`config.mk`:
```
export PLATFORM = sky130hd
export DESIGN_NAME = owcp_port
export DESIGN_NICKNAME = d
export VERILOG_FILES = /design/src/hw/owcp_pkg.sv /design/src/hw/owcp_port.sv
export VERILOG_INCLUDE_DIRS = /design/src /design/src/hw
export SDC_FILE = /design/constraint.sdc
export NUM_CORES = 1
export LEC_CHECK = 0
export ABC_AREA = 1
export BUFFER_PORTS_ARGS = -buffer_cell sky130_fd_sc_hd__buf_2
export CAP_MARGIN = 25
export CORE_ASPECT_RATIO = 1.75
export CORE_MARGIN = 2
export CORE_UTILIZATION = 60
export CTS_BUF_LIST = sky130_fd_sc_hd__clkbuf_8
export DETAILED_ROUTE_END_ITERATION = 10
export PLACE_DENSITY = 0.83
export SLEW_MARGIN = 5
export SYNTH_ARGS = -nofsm -noshare
export SYNTH_HDL_FRONTEND = slang
export SYNTH_SLANG_ARGS = --single-unit
export TNS_END_PERCENT = 50
```
`constraint.sdc`:
```
create_clock -name mclk_in -period 5.04 [get_ports mclk_in]
set_clock_uncertainty 0.15 [all_clocks]
set_input_delay 0.504 -clock mclk_in [delete_from_list [all_inputs] [get_ports mclk_in]]
set_output_delay 0.504 -clock mclk_in [all_outputs]
set_load 0.05 [all_outputs]
```
`src/hw/owcp_defs.svh`:
```
// Constants for the one-wire command port: timing, keys, field positions.
// Assumes a 250 MHz core clock; all times are given in clock cycles.
`ifndef OWCP_DEFS_SVH
`define OWCP_DEFS_SVH

`define OWCP_BIT_CYC        16'd1000
`define OWCP_BIT_HALF       16'd500
`define OWCP_BIT_3Q         16'd750
`define OWCP_ONE_HI         16'd750
`define OWCP_ZERO_HI        16'd250
`define OWCP_TKO_SLV        16'd500
`define OWCP_TIMEOUT        32'd100000
`define OWCP_ENTRY_WIN      32'd2500000
`define OWCP_REG_REGION     3'b100
`define OWCP_EEP_REGION     3'b000
`define OWCP_ADDR_CTRL      4'h1
`define OWCP_ADDR_KEY       4'hA
`define OWCP_ADDR_PERMIT    4'hB
`define OWCP_UNLOCK_KEY     16'h9BA4
`define OWCP_PERMIT_OFF     16'h0605
`define OWCP_PERMIT_ON      16'h0E05
`define OWCP_CRC_POLY       8'h07
`define OWCP_CRC_INIT       8'hFF
`define OWCP_B_DIAG         15
`define OWCP_B_SUPP         14
`define OWCP_B_UV           12
`define OWCP_B_PUMP         11
`define OWCP_B_EDCFIX       8
`define OWCP_B_EDCFAT       7
`define OWCP_B_FLOST        6
`define OWCP_B_CRCBAD       4
`define OWCP_B_PERMIT       11

`endif

```
`src/hw/owcp_pkg.sv`:
```
// Types for the one-wire command port.
// Assumes owcp_defs.svh holds every numeric constant.
package owcp_pkg;
  typedef enum logic [2:0] {
    ST_IDLE, ST_CMD, ST_WDATA, ST_HAND_IN, ST_TAKE, ST_RDATA, ST_HAND_OUT,
    ST_WAIT_STOP
  } owcp_state_e;
endpackage : owcp_pkg

```
`src/hw/owcp_port.sv`:
```
// One-wire command port, device side: framing, read/write, control regs.
// Assumes the pin is synchronous to mclk_in and the master keeps its rules.
//
// Overview of operation
// - Device drives low for slave takeover time
// - Device sends addressed 16-bit word, two bytes
// - Device sends zero handover, releases at 3/4
// - Both drive low together during takeover
// - No master takeover: rise is stop, else timeout
// - Entry window after reset, else analog run
// - Analog driven until command mode, then digital
// - Unlock key accepted also in diagnostic mode
// - CRC poly 0x107, preset FFh, XOR at x8
// - Control bit 14 forces diagnostic off
// - Bit 15 reports raw diagnostic condition
// - Bits 8 and 7 sticky EDC flags
// - Bit 6 sticky field loss, needs enable
// - Bit 4 start-up checksum fail, bit 12 undervoltage
// - Command: region 7:5, address 4:1, rw bit 0
// - No rising edge within timeout: back to idle
// - Pulse width coding, MSB byte first
// - Command mode lasts until power-on reset
`timescale 1ns/1ns
`include "owcp_defs.svh"

module owcp_port (
  // Clock and power-on reset
  input  wire logic        mclk_in,
  input  wire logic        rst_n_in,
  // One-wire pin
  input  wire logic        owi_in,
  output logic             owi_out,
  output logic             owi_oe_out,
  // Analog path control and status from the sensor core
  output logic             analog_en_out,
  output logic             cmd_mode_out,
  output logic             diag_out,
  input  wire logic        diag_cond_in,
  input  wire logic        undervoltage_in,
  input  wire logic        edc_fixed_in,
  input  wire logic        edc_fatal_in,
  input  wire logic        nvm_read_in,
  input  wire logic        field_lost_in,
  input  wire logic        field_det_en_in,
  input  wire logic        crc_bad_in,
  // Non-volatile memory access
  output logic [3:0]       nvm_addr_out,
  input  wire logic [15:0] nvm_rdata_in,
  output logic             nvm_we_out,
  output logic [15:0]      nvm_wdata_out,
  output logic             pump_clock_on_out,
  output logic             nvm_write_permit_out,
  // Checksum helper, for loading words into the CRC engine
  input  wire logic        crc_clr_in,
  input  wire logic        crc_feed_in,
  input  wire logic [15:0] crc_word_in,
  output logic [7:0]       crc_out
);

  owcp_pkg::owcp_state_e state_q;
  logic        pin_q;
  logic [15:0] tmr_q;
  logic [31:0] idle_q;
  logic [31:0] win_q;
  logic [4:0]  bitn_q;
  logic [7:0]  cmd_q;
  logic [15:0] sh_q;
  logic        drive_q;
  logic        cmd_mode_q;
  logic        diag_supp_q;
  logic        pump_q;
  logic        permit_q;
  logic        edc_fix_q;
  logic        edc_fat_q;
  logic        flost_q;
  logic [7:0]  crc_q;
  logic [15:0] rd_word;

  wire rise = owi_in & ~pin_q;
  wire fall = ~owi_in & pin_q;
  wire win_open = (win_q != `OWCP_ENTRY_WIN);

  // One CRC step over a 16-bit word, MSB first
  function automatic logic [7:0] crc_word(input logic [7:0] c,
                                          input logic [15:0] d);
    logic [8:0] r;
    r = {1'b0, c};
    for (int i = 15; i >= 0; i--)
    begin
      r = {r[7:0], d[i]};
      if (r[8])
        r = {1'b0, r[7:0] ^ `OWCP_CRC_POLY};
    end
    return r[7:0];
  endfunction : crc_word

  function automatic logic is_reg(input logic [7:0] c,
                                  input logic [3:0] a);
    return (c[7:5] == `OWCP_REG_REGION) && (c[4:1] == a);
  endfunction : is_reg

  // Read mux; unmapped addresses read as zero
  always_comb
  begin
    rd_word = 16'h0000;
    if (cmd_q[7:5] == `OWCP_EEP_REGION)
      rd_word = nvm_rdata_in;
    else if (is_reg(cmd_q, `OWCP_ADDR_CTRL))
    begin
      rd_word[`OWCP_B_DIAG]   = diag_cond_in;
      rd_word[`OWCP_B_SUPP]   = diag_supp_q;
      rd_word[`OWCP_B_UV]     = undervoltage_in;
      rd_word[`OWCP_B_PUMP]   = pump_q;
      rd_word[`OWCP_B_EDCFIX] = edc_fix_q;
      rd_word[`OWCP_B_EDCFAT] = edc_fat_q;
      rd_word[`OWCP_B_FLOST]  = flost_q;
      rd_word[`OWCP_B_CRCBAD] = crc_bad_in;
    end
    else if (is_reg(cmd_q, `OWCP_ADDR_PERMIT))
      rd_word = permit_q ? `OWCP_PERMIT_ON : `OWCP_PERMIT_OFF;
  end

  always_ff @(posedge mclk_in)
  begin
    if (!rst_n_in)
      pin_q <= 1'b0;
    else
      pin_q <= owi_in;
  end

  // Entry window counter after power-on reset
  always_ff @(posedge mclk_in)
  begin
    if (!rst_n_in)
      win_q <= 32'h0000_0000;
    else if (win_open)
      win_q <= win_q + 32'h0000_0001;
  end

  // Timeout on absence of rising edges
  always_ff @(posedge mclk_in)
  begin
    if (!rst_n_in || rise || state_q == owcp_pkg::ST_IDLE)
      idle_q <= 32'h0000_0000;
    else if (idle_q != `OWCP_TIMEOUT)
      idle_q <= idle_q + 32'h0000_0001;
  end

  // Link state machine
  always_ff @(posedge mclk_in)
  begin
    if (!rst_n_in)
    begin
      state_q <= owcp_pkg::ST_IDLE;
      tmr_q   <= 16'h0000;
      bitn_q  <= 5'd0;
      cmd_q   <= 8'h00;
      sh_q    <= 16'h0000;
      drive_q <= 1'b0;
    end
    else if (idle_q == `OWCP_TIMEOUT && !drive_q)
    begin
      state_q <= owcp_pkg::ST_IDLE;
      tmr_q   <= 16'h0000;
    end
    else
    begin
      tmr_q <= tmr_q + 16'h0001;
      case (state_q)
        owcp_pkg::ST_IDLE:
          if (rise)
          begin
            state_q <= owcp_pkg::ST_CMD;
            bitn_q  <= 5'd0;
            tmr_q   <= 16'h0000;
          end
        owcp_pkg::ST_CMD, owcp_pkg::ST_WDATA:
        begin
          if (rise)
            tmr_q <= 16'h0000;
          if (fall)
          begin
            if (state_q == owcp_pkg::ST_CMD)
              cmd_q <= {cmd_q[6:0], tmr_q >= `OWCP_BIT_HALF};
            else
              sh_q <= {sh_q[14:0], tmr_q >= `OWCP_BIT_HALF};
            bitn_q <= bitn_q + 5'd1;
            if (state_q == owcp_pkg::ST_CMD && bitn_q == 5'd7)
            begin
              bitn_q  <= 5'd0;
              // The read/write select is the bit sampled on this very fall
              state_q <= (tmr_q >= `OWCP_BIT_HALF) ? owcp_pkg::ST_HAND_IN
                                                   : owcp_pkg::ST_WDATA;
            end
            if (state_q == owcp_pkg::ST_WDATA && bitn_q == 5'd15)
              state_q <= owcp_pkg::ST_WAIT_STOP;
          end
        end
        owcp_pkg::ST_HAND_IN:
          if (fall)
          begin
            state_q <= owcp_pkg::ST_TAKE;
            tmr_q   <= 16'h0000;
            drive_q <= 1'b1;
          end
        owcp_pkg::ST_TAKE:
          if (tmr_q == `OWCP_TKO_SLV)
          begin
            state_q <= owcp_pkg::ST_RDATA;
            tmr_q   <= 16'h0000;
            bitn_q  <= 5'd0;
            sh_q    <= rd_word;
          end
        owcp_pkg::ST_RDATA:
          if (tmr_q == `OWCP_BIT_CYC - 16'h0001)
          begin
            tmr_q  <= 16'h0000;
            sh_q   <= {sh_q[14:0], 1'b0};
            bitn_q <= bitn_q + 5'd1;
            if (bitn_q == 5'd15)
              state_q <= owcp_pkg::ST_HAND_OUT;
          end
        owcp_pkg::ST_HAND_OUT:
          if (tmr_q == `OWCP_BIT_3Q)
          begin
            drive_q <= 1'b0;
            state_q <= owcp_pkg::ST_WAIT_STOP;
          end
        owcp_pkg::ST_WAIT_STOP:
          if (rise)
            state_q <= owcp_pkg::ST_IDLE;
        default:
          state_q <= owcp_pkg::ST_IDLE;
      endcase
    end
  end

  // Pulse-width encoded output: high first, low for the rest of the bit
  always_comb
  begin
    owi_out = 1'b0;
    if (state_q == owcp_pkg::ST_RDATA)
      owi_out = (tmr_q < (sh_q[15] ? `OWCP_ONE_HI : `OWCP_ZERO_HI));
    else if (state_q == owcp_pkg::ST_HAND_OUT)
      owi_out = (tmr_q < `OWCP_ZERO_HI);
  end
  assign owi_oe_out = drive_q;

  wire wr_done = state_q == owcp_pkg::ST_WDATA && fall && bitn_q == 5'd15;
  wire [15:0] wr_word = {sh_q[14:0], tmr_q >= `OWCP_BIT_HALF};

  // Command mode entry and control registers
  always_ff @(posedge mclk_in)
  begin
    if (!rst_n_in)
    begin
      cmd_mode_q  <= 1'b0;
      diag_supp_q <= 1'b0;
      pump_q      <= 1'b0;
      permit_q    <= 1'b0;
    end
    else if (wr_done)
    begin
      if (is_reg(cmd_q, `OWCP_ADDR_KEY) && wr_word == `OWCP_UNLOCK_KEY
          && (win_open || diag_cond_in))
        cmd_mode_q <= 1'b1;
      if (cmd_mode_q && is_reg(cmd_q, `OWCP_ADDR_CTRL))
      begin
        diag_supp_q <= wr_word[`OWCP_B_SUPP];
        pump_q      <= wr_word[`OWCP_B_PUMP];
      end
      if (cmd_mode_q && is_reg(cmd_q, `OWCP_ADDR_PERMIT))
        permit_q <= wr_word[`OWCP_B_PERMIT];
    end
  end

  // Sticky error flags; a set is never lost
  always_ff @(posedge mclk_in)
  begin
    if (!rst_n_in)
    begin
      edc_fix_q <= 1'b0;
      edc_fat_q <= 1'b0;
      flost_q   <= 1'b0;
    end
    else
    begin
      if (nvm_read_in && edc_fixed_in)
        edc_fix_q <= 1'b1;
      if (nvm_read_in && edc_fatal_in)
        edc_fat_q <= 1'b1;
      if (field_lost_in && field_det_en_in)
        flost_q <= 1'b1;
    end
  end

  // Checksum engine for software-fed words
  always_ff @(posedge mclk_in)
  begin
    if (!rst_n_in || crc_clr_in)
      crc_q <= `OWCP_CRC_INIT;
    else if (crc_feed_in)
      crc_q <= crc_word(crc_q, crc_word_in);
  end

  always_ff @(posedge mclk_in)
  begin
    if (!rst_n_in)
    begin
      nvm_we_out    <= 1'b0;
      nvm_wdata_out <= 16'h0000;
    end
    else
    begin
      nvm_we_out <= wr_done && cmd_mode_q && permit_q && pump_q
                    && cmd_q[7:5] == `OWCP_EEP_REGION;
      if (wr_done)
        nvm_wdata_out <= wr_word;
    end
  end

  // Analog stays driven until command mode is reached
  assign analog_en_out        = ~cmd_mode_q;
  assign cmd_mode_out         = cmd_mode_q;
  assign diag_out             = diag_cond_in & ~diag_supp_q;
  assign nvm_addr_out         = cmd_q[4:1];
  assign pump_clock_on_out    = pump_q;
  assign nvm_write_permit_out = permit_q;
  assign crc_out              = crc_q;

endmodule : owcp_port

```
Yosys cells after proc, flatten, opt, wreduce, memory -nomap -nowiden
Index checks and enable logic that the tools add are counted.

word-level totals
  bits of input ports = 45
  logic and storage cells = 213
  output and inout port bits = 36
  flip-flop bits (word level) = 146

operators by class
  add/sub/neg operators = 4
  reductions and logical operators = 41
  magnitude comparators = 3
  multiplexer cells = 91
  bitwise operators = 25
  equal/unequal tests = 30

operators by type and width
  cell                                                                                   count
  8-bit two-way mux                                                                      30
  16-bit two-way mux                                                                     9
  3-bit two-way mux                                                                      27
  32-bit by 1-bit adder with 32-bit output (second input constant)                       2
  16-bit case mux with 4 select lines                                                    1
  3-bit inverter                                                                         16
  16-bit case mux with 3 select lines                                                    1
  16-bit by 10-bit equality test with 1-bit output (second input constant)               2
  32-bit by 17-bit equality test with 1-bit output (second input constant)               1
  32-bit by 17-bit != test with 1-bit output (second input constant)                     1
  32-bit by 22-bit != test with 1-bit output (second input constant)                     1
  5-bit two-way mux                                                                      5
  12-bit two-way mux                                                                     2
  3-bit case mux with 7 select lines                                                     1
  5-bit case mux with 4 select lines                                                     1
  1-bit logical AND                                                                      19
  16-bit by 1-bit adder with 16-bit output (second input constant)                       1
  16-bit equality test (second input constant)                                           1
  16-bit by 9-bit equality test with 1-bit output (second input constant)                1
  16-bit by 9-bit greater-or-equal comparator with 1-bit output (second input constant)  1
  16-bit by 10-bit less-than comparator with 1-bit output                                1
  16-bit by 8-bit less-than comparator with 1-bit output (second input constant)         1
  2-bit != test (second input constant)                                                  8
  3-bit equality test (second input constant)                                            5
  other kinds (28)                                                                       56

Longest topological paths before layout
Gate-level depths: netlist of the first run.

  word-level depth = 62
  mapped depth = 15
  gate-level depth less buffers = 14

Least setup slack after synthesis of the first run
Ideal clock, no wire load.

  path kind = reg2out
  start point = reg tmr_q[2]
  end point = out owi_out
  data required time = 4,386 ps
  path buffers = 0
  cell stages (with the launch flop) = 8
  slack = 2,934 ps
  data arrival time = 1,452 ps
  cell sequence = dfxtp_1 -> ha_1 -> a21o_1 -> a31oi_1 -> o21ai_0 -> nand2_1 -> nand4_1 -> nand2_1

between the ends
  word-level cells in the longest chain between the ends = 3
  elaborated cells between the ends (all ways) = 4
  classes of those cells = order compare (2); mux (2)

ends and longest elaborated chain
  what                                                              line              source
  start: declaration                                                owcp_port.sv:62   logic [15:0] tmr_q;
  start signal: assignment                                          owcp_port.sv:168  tmr_q <= tmr_q + 16'h0001;
  16-bit by 8-bit less-than comparator with 1-bit output (no line)  --
  1-bit two-way mux                                                 owcp_port.sv:244  else if (state_q == owcp_pkg::ST_HAND_OUT)
  1-bit two-way mux *                                               owcp_port.sv:242  if (state_q == owcp_pkg::ST_RDATA)
  end: declaration                                                  owcp_port.sv:32   output logic owi_out,

Mark *: on every way between the ends. The rest lies on a longest branch, timed or not.

Final worst setup path of the first run
  start point = reg state_q[0]
  end point = reg sh_q[15]

between the ends
  word-level cells in the longest chain between the ends = 4
  elaborated cells between the ends (all ways) = 12
  classes of those cells = eq/ne (8); mux (1); reduce/logical (3)

ends and longest elaborated chain
  what                                                                                                                     line                                source
  start: declaration                                                                                                       owcp_port.sv:60                     owcp_pkg::owcp_state_e state_q;
  start signal: assignment                                                                                                 owcp_port.sv:154                    state_q <= owcp_pkg::ST_IDLE;
  start signal: assignment                                                                                                 owcp_port.sv:163                    state_q <= owcp_pkg::ST_IDLE;
  start signal: assignment                                                                                                 owcp_port.sv:173                    state_q <= owcp_pkg::ST_CMD;
  3-bit by 1-bit equality test with 1-bit output / 3-bit by 2-bit equality test with 1-bit output (equally long branches)  owcp_port.sv:169, owcp_port.sv:183
  2-bit OR reduction                                                                                                       owcp_port.sv:169                    case (state_q)
  2-bit != test (no line) / 3-bit nonzero test (equally long branches)                                                     --
  6-bit AND reduction (no line)                                                                                            --
  end signal: assignment                                                                                                   owcp_port.sv:186                    sh_q <= {sh_q[14:0], tmr_q >= `OWCP_BIT_HALF};
  end signal: assignment                                                                                                   owcp_port.sv:212                    sh_q <= rd_word;
  end signal: assignment                                                                                                   owcp_port.sv:218                    sh_q <= {sh_q[14:0], 1'b0};
  end: declaration                                                                                                         owcp_port.sv:67                     logic [15:0] sh_q;

Several ways; a longest one is shown, not always the timed one.
A chain may end at the register's enable or synchronous reset.

==> impl_metrics.toml, run 1 <==
[die]
row_count = 56
initial_core_util = 0.609
die_area_um2 = 14400
io_pins = 81
dieWidth_um = 91.6
die-height_um = 157
design.core.area_um2 = 13200

[clocking]
h-tree-depth = 4
cts_tree = "done"
cts_root_buffer = "clkbuf_8"
ctsResizeCount = 0
cts.clk_slew.worst_paths_ns = 0.09
post_cts_buffers = 0
clk_latency_ns = 0.45
numCtsBuffers = 17
numClockSinks = 146
clk_path_buf_depth = 2
postCtsHoldBufs = 0

[layout]
nets = 1357
nFillCells = 1188
area_delta_synth_final_pct = 11.2
diodes = 0
final-instance-count-excl-fill = 1487
drive_gt1_frac = 0.125
multiInputGateArea_um2 = 4400
regArea_um2 = 2920

[synthesis]
yosysWarningCount = 0
synthAdderAreaFrac = 0.0171
synth_edf_count = 0
synth_top_family_by_area = "simple AND/OR/NAND/NOR gates"
synth.mux.area_fraction = 0.00124
synthSimpleGateAreaFrac = 0.363
yosys.area.top_type_share = 0.362
syn_area_per_cell_um2 = 6.57
synth-xor-area-share = 0.0293
synth_cell_types = 51
synthesis.area_um2 = 8070
ys_async_sr_fraction = 0
ys_seq_area_frac = 0.362
ys_ff_latch = 146
ys.flop_type = "dfxtp_1"
synthCells = 1228
ys_top_cells_by_area = "dfxtp_1 36%, nand2_1 13%, nor2_1 8.1%"
synthesis.nets = 1284
yosys.area.top_type = "dfxtp_1"
synth_compound_area_frac = 0.135

[routing]
drc = 0
antenna_left = 0
drtPass1Iterations = 5
viasPerCell = 5.41
vias = 8046
wl_um = 19900
drtIter0Drc = 466
avgRoutedWirePerCell_um = 13.4

[timing]
slew_headroom = 0.461
tightest_slew_ns = 0.806
max_freq_mhz = 344
rsz0062_at_grt = "no"
finalCritPeriodShare = 0.577
setup_slack_ns = 2.13
finalHoldViolCount = 0
setup_viol = 0
maxSlewViolCount = 0
fin_crit_ns = 2.91
setup_tns_ns = 0

[setup_path]
crit_type = "reg2reg"
crit_required_ns = 5.27
slowest_stage = "nor2_1"
worstSetupEndpointType = "flop"
worstSetupStartpointType = "flop"
cp_max_fo = 14
worst_ep_arrival_time_ns = 3.14
slowest_delay_ns = 0.70
crit_cells = 11
path_cells = "nor2_1, inv_1, nor2_2, inv_1, nor2_1, nand2_1, o21ai_0, a21oi_1, nand2_1, nand2_1, nor2_1"
crit_family = "simple AND/OR/NAND/NOR gates"
r2r_cells = 11
critPathBufInv = 2

[global_routing]
grt_remaining_overflow = 0
gr-max-usage-layer = "met2"
use_met1 = 0.290
use_met3 = 0.0450
grt_max_degree = 56
grt_pass1_wl_um = 33000
track_usage = 0.278
grt_util_met2 = 0.538
first_global_vias = 7552
antenna_found_initial = 0

[place]
dpl_worst_slack_ns = 2.19
gp_congestion = 0.942
post-dp-hpwl_um = 15100
port_buffers = 80
dp.cells = 1455

[pwr]
power_density_nw_per_um2 = 338
power.leakage_nw = 3.77
vdd_drop_max_mv = 0.211

[min_path]
hold_depth = 3
worst_hold_path_type = "in2reg"

[run]
cap_violations = 0

[run_status]
status = "complete, no violations"
[synthesized netlist by cell type, types with 2 or more instances]
| cell | number |
|---|---|
| a22oi_1 | 4 |
| inv_2 | 5 |
| a211oi_1 | 2 |
| or2_2 | 3 |
| nor2_4 | 3 |
| nor3_2 | 4 |
| nor3_1 | 43 |
| a21oi_1 | 89 |
| xnor2_1 | 11 |
| or2_1 | 2 |
| buf_1 | 3 |
| nor2_1 | 173 |
| ha_1 | 11 |
| clkbuf_1 | 10 |
| buf_4 | 5 |
| o21ai_0 | 72 |
| o21ai_1 | 8 |
| nor4_1 | 6 |
| a221oi_1 | 2 |
| nand3_2 | 6 |
| xor2_1 | 16 |
| nand4_1 | 25 |
| a22o_1 | 2 |
| nor3b_1 | 2 |
| nor2_2 | 13 |
| buf_2 | 11 |
| o21a_1 | 5 |
| nand3_1 | 76 |
| nand2_2 | 5 |
| clkinv_1 | 2 |
| nand3b_1 | 6 |
| a31oi_1 | 6 |
| nand2_1 | 283 |
| dfxtp_1 | 146 |
| o21ai_2 | 2 |
| nor3b_2 | 2 |
| inv_1 | 150 |
[report_power, final]
group          total, mW  switching, mW  leakage [nW]  internal, mW
clock network      0.939          0.455         0.194         0.484
logic              0.777          0.508          2.40         0.269
registers           1.31         0.0845          1.18          1.23
[flip-flops by register name, indices dropped and copies added (netlist names), 3 cells and up]
| signal | count |
|---|---|
| idle_q | 32 |
| nvm_wdata_out | 16 |
| crc_out | 8 |
| sh_q | 16 |
| tmr_q | 16 |
| bitn_q | 5 |
| cmd_q | 8 |
| win_q | 32 |
| state_q | 3 |
[area by class of cell]
cell class,instances,share of cell area
sequential,146,0.326
clock inverter,14,0.0181
multi-input combinational,895,0.491
timing repair buffer,84,0.0488
clock buffer,17,0.0261
inverter,157,0.0657
tap,174,0.0243
[tightest hold or removal path, stage by stage]
cell and delay [ns]:
buf_2 0.10, nand2_1 0.05, inv_1 0.04
[cells in the final DEF, fill, tap and decap left out, types with 6 or more instances in the layout]
| cell type | instances |
|---|---|
| nor2_2 | 14 |
| xor2_1 | 16 |
| nor3_1 | 43 |
| inv_1 | 150 |
| nand3_1 | 76 |
| nand2_1 | 283 |
| o21ai_1 | 8 |
| xnor2_1 | 11 |
| o21ai_0 | 72 |
| a31oi_1 | 6 |
| dfxtp_1 | 146 |
| clkbuf_8 | 17 |
| nor2_1 | 172 |
| buf_2 | 80 |
| nand3b_1 | 6 |
| a21oi_1 | 89 |
| ha_1 | 11 |
| nand3_2 | 6 |
| nand4_1 | 25 |
| nor4_1 | 6 |
[per-stage QoR]
| step | util | cell area (um^2) | hold slack [ns] | total power, mW |
|---|---|---|---|---|
| after floorplan | - | 8070 | 0.287 | 1.93 |
| after global placement | 0.646 | 8560 | 0.298 | 2.08 |
| after detailed placement | 0.646 | 8560 | 0.300 | 2.10 |
| after CTS | 0.676 | 8950 | 0.114 | 3.03 |
| after global routing | 0.677 | 8970 | 0.124 | 3.20 |
| final | 0.677 | 8970 | 0.122 | 3.03 |
[cell families (layout without fill, tap and decap cells)]
logic type,after synthesis,count (layout)
simple gates,657,657
flops,146,146
fa+ha+maj,11,11
mux,1,1
compound gates,199,199
xor+xnor,27,27
buf+inv,187,272
[layer usage]
metal | wire length (um) | vias to the layer above | share of wire
met4 | 688 | 0 | 0.035
met3 | 753 | 62 | 0.038
met5 | 0 | - | 0
met2 | 10800 | 196 | 0.54
met1 | 7650 | 3668 | 0.38
li1 | - | 4120 | -
[path summary, 6_finish.rpt]
kind                                 start  endpoint  slack [ns]
worst min register to register    cmd_q[0]  cmd_q[0]        0.31
worst max register to register  state_q[0]  sh_q[15]        2.13
worst min-delay path                owi_in     pin_q        0.12
worst max-delay path            state_q[0]  sh_q[15]        2.13
(Power assumes the default switching activity.)
==> inputs of run 2 (changes only) <==
- CORE_UTILIZATION: 60 -> 56
- PLACE_DENSITY: 0.83 -> 0.81
- clock period: 5.04 -> 2.5 ns (I/O delays scaled with it)
==> impl_metrics.toml, run 2 (synthesis results as in run 1) <==
[timing]
fin_crit_ns = 2.31
setup_tns_ns = 0
max_freq_mhz = 432
maxSlewViolCount = 0
slew_headroom = 0.589
finalHoldViolCount = 0
finalCritPeriodShare = 0.926
rsz0062_at_grt = "no"
tightest_slew_ns = 0.611
setup_viol = 0
setup_slack_ns = 0.186

[pwr]
power_frac_comb = 0.269
power.leakage_nw = 3.86
p_switching_mw = 2.14
switching_share = 0.356
vdd_drop_max_mv = 0.376
power_density_nw_per_um2 = 658
clkPwrFrac = 0.289
seq_power_share = 0.442
p_int_mw = 3.86
total_power_mw = 6.00

[clocking]
post_cts_buffers = 0
cts.clk_slew.worst_paths_ns = 0.08
clk_latency_ns = 0.45
cts_root_buffer = "clkbuf_8"
numClockSinks = 146
numCtsBuffers = 17
h-tree-depth = 4
cts_tree = "done"
clk_path_buf_depth = 2

[layout]
reg_top3 = "idle_q x32, win_q x32"
area_delta_synth_final_pct = 13.1
final_common_cell = "nand2_1"
final-instance-count-excl-fill = 1514
drive_gt1_frac = 0.133
nets = 1376
fin_area_um2 = 9120
mostFrequentLayoutCells = "282 x nand2_1, 172 x nor2_1, 152 x inv_1"

[die]
die_area_um2 = 15400
design.core.area_um2 = 14200
row_count = 58
io_pins = 81
initial_core_util = 0.567
dieWidth_um = 94.7
die-height_um = 163

[setup_path]
worst_path_most_repeated_cell = "nand2_1"
cp_max_fo = 6
slowest_delay_ns = 0.54
slowest_stage = "dlygate4sd3_1"
crit_required_ns = 2.72
worst_ep_arrival_time_ns = 2.54
crit_type = "reg2reg"
path_cells = "nor2_1, nor2_1, nand2_1, nand2_1, inv_1, nand2_1, nand2_1, nand2_1, nand2_1, nand2_1, nand2_1, dlygate4sd3_1, o21ai_0"
worstSetupStartpointType = "flop"
worstSetupEndpointType = "flop"

[routing]
vias = 8077
wl_um = 20600
drc = 0
drtPass1Iterations = 6
drtIter0Drc = 435
viasPerCell = 5.33
avgRoutedWirePerCell_um = 13.6
antenna_left = 0

[run]
cap_violations = 0

[place]
gp_congestion = 0.962
port_buffers = 80
dp.cells = 1470
placed_area_um2 = 8630
post-dp-hpwl_um = 15800
dpl_worst_slack_ns = 0.312

[global_routing]
track_usage = 0.270
grt_remaining_overflow = 0
antenna_found_initial = 1
grt_max_degree = 55
grt_pass1_wl_um = 33400
first_global_vias = 7643

[min_path]
worst_hold_path_type = "in2reg"

[run_status]
status = "complete, no violations"
==> run 2: cell types whose count changed in the layout (fill, tap and decap cells not counted), moves of 3 or more <==
cell           change
dlygate4sd3_1     +11
clkinv_4           +3
dfxtp_1            -5
buf_4              +9
dfxtp_2            +5
clkinvlp_4         -3
==> run 2: cell type report <==
cell class,instances,area [um^2]
fillers,1318,5100
multi-input cells,895,4410
flip-flops and latches,146,2930
repair buffers,103,607
inverters,157,589
clock buffers,18,248
well taps,180,225
clock inverters,14,116
diodes,1,2.50
==> run 2: per-layer routing <==
layer  GRT usage  share of wire  up-vias
met1       0.278           0.38     3688
met2       0.516           0.55      166
met5           0              0        -
met4       0.134          0.036        0
li1            -              -     4166
met3      0.0379          0.036       57
==> run 2: path summary, 6_finish.rpt <==
kind | from | end | slack, ns | depth (start not counted)
max | crc_out[4] | crc_out[0] | 0.19 | 13
min | nvm_rdata_in[13] | sh_q[13] | 0.03 | 5
max reg2reg | crc_out[4] | crc_out[0] | 0.19 | 13
min reg2reg | cmd_q[0] | cmd_q[0] | 0.31 | 2
==> run 2: worst max-delay path: cells and delay by family (launching register included) <==
family / cells / cell delay [ns]
buffers and inverters: 2 / 0.61
flip-flops: 1 / 0.49
AO/OA/AOI/OAI: 1 / 0.14
AND/OR/NAND/NOR: 10 / 0.86
==> run 2: what timing repair did <==
item	in CTS	in global routing
resized for setup	0	9
hold endpoints to repair	13	0
hold buffers	11	0
setup endpoints to repair	0	2
==> run 2: metrics by stage <==
stage	hold WS, ns	util
floorplan	0.193	-
global route	0.0539	0.641
detailed placement	0.300	0.607
CTS	0.0152	0.640
finish	0.0338	0.641
global placement	0.298	0.607
==> run 2: power groups by stage <==
stage	clock (mW)	combinational (mW)	sequential [mW]
floorplan	0	1.20	2.68
global placement	0	1.55	2.69
detailed placement	0	1.59	2.70
CTS	1.76	1.61	2.64
global route	1.85	1.85	2.67
finish	1.73	1.62	2.65
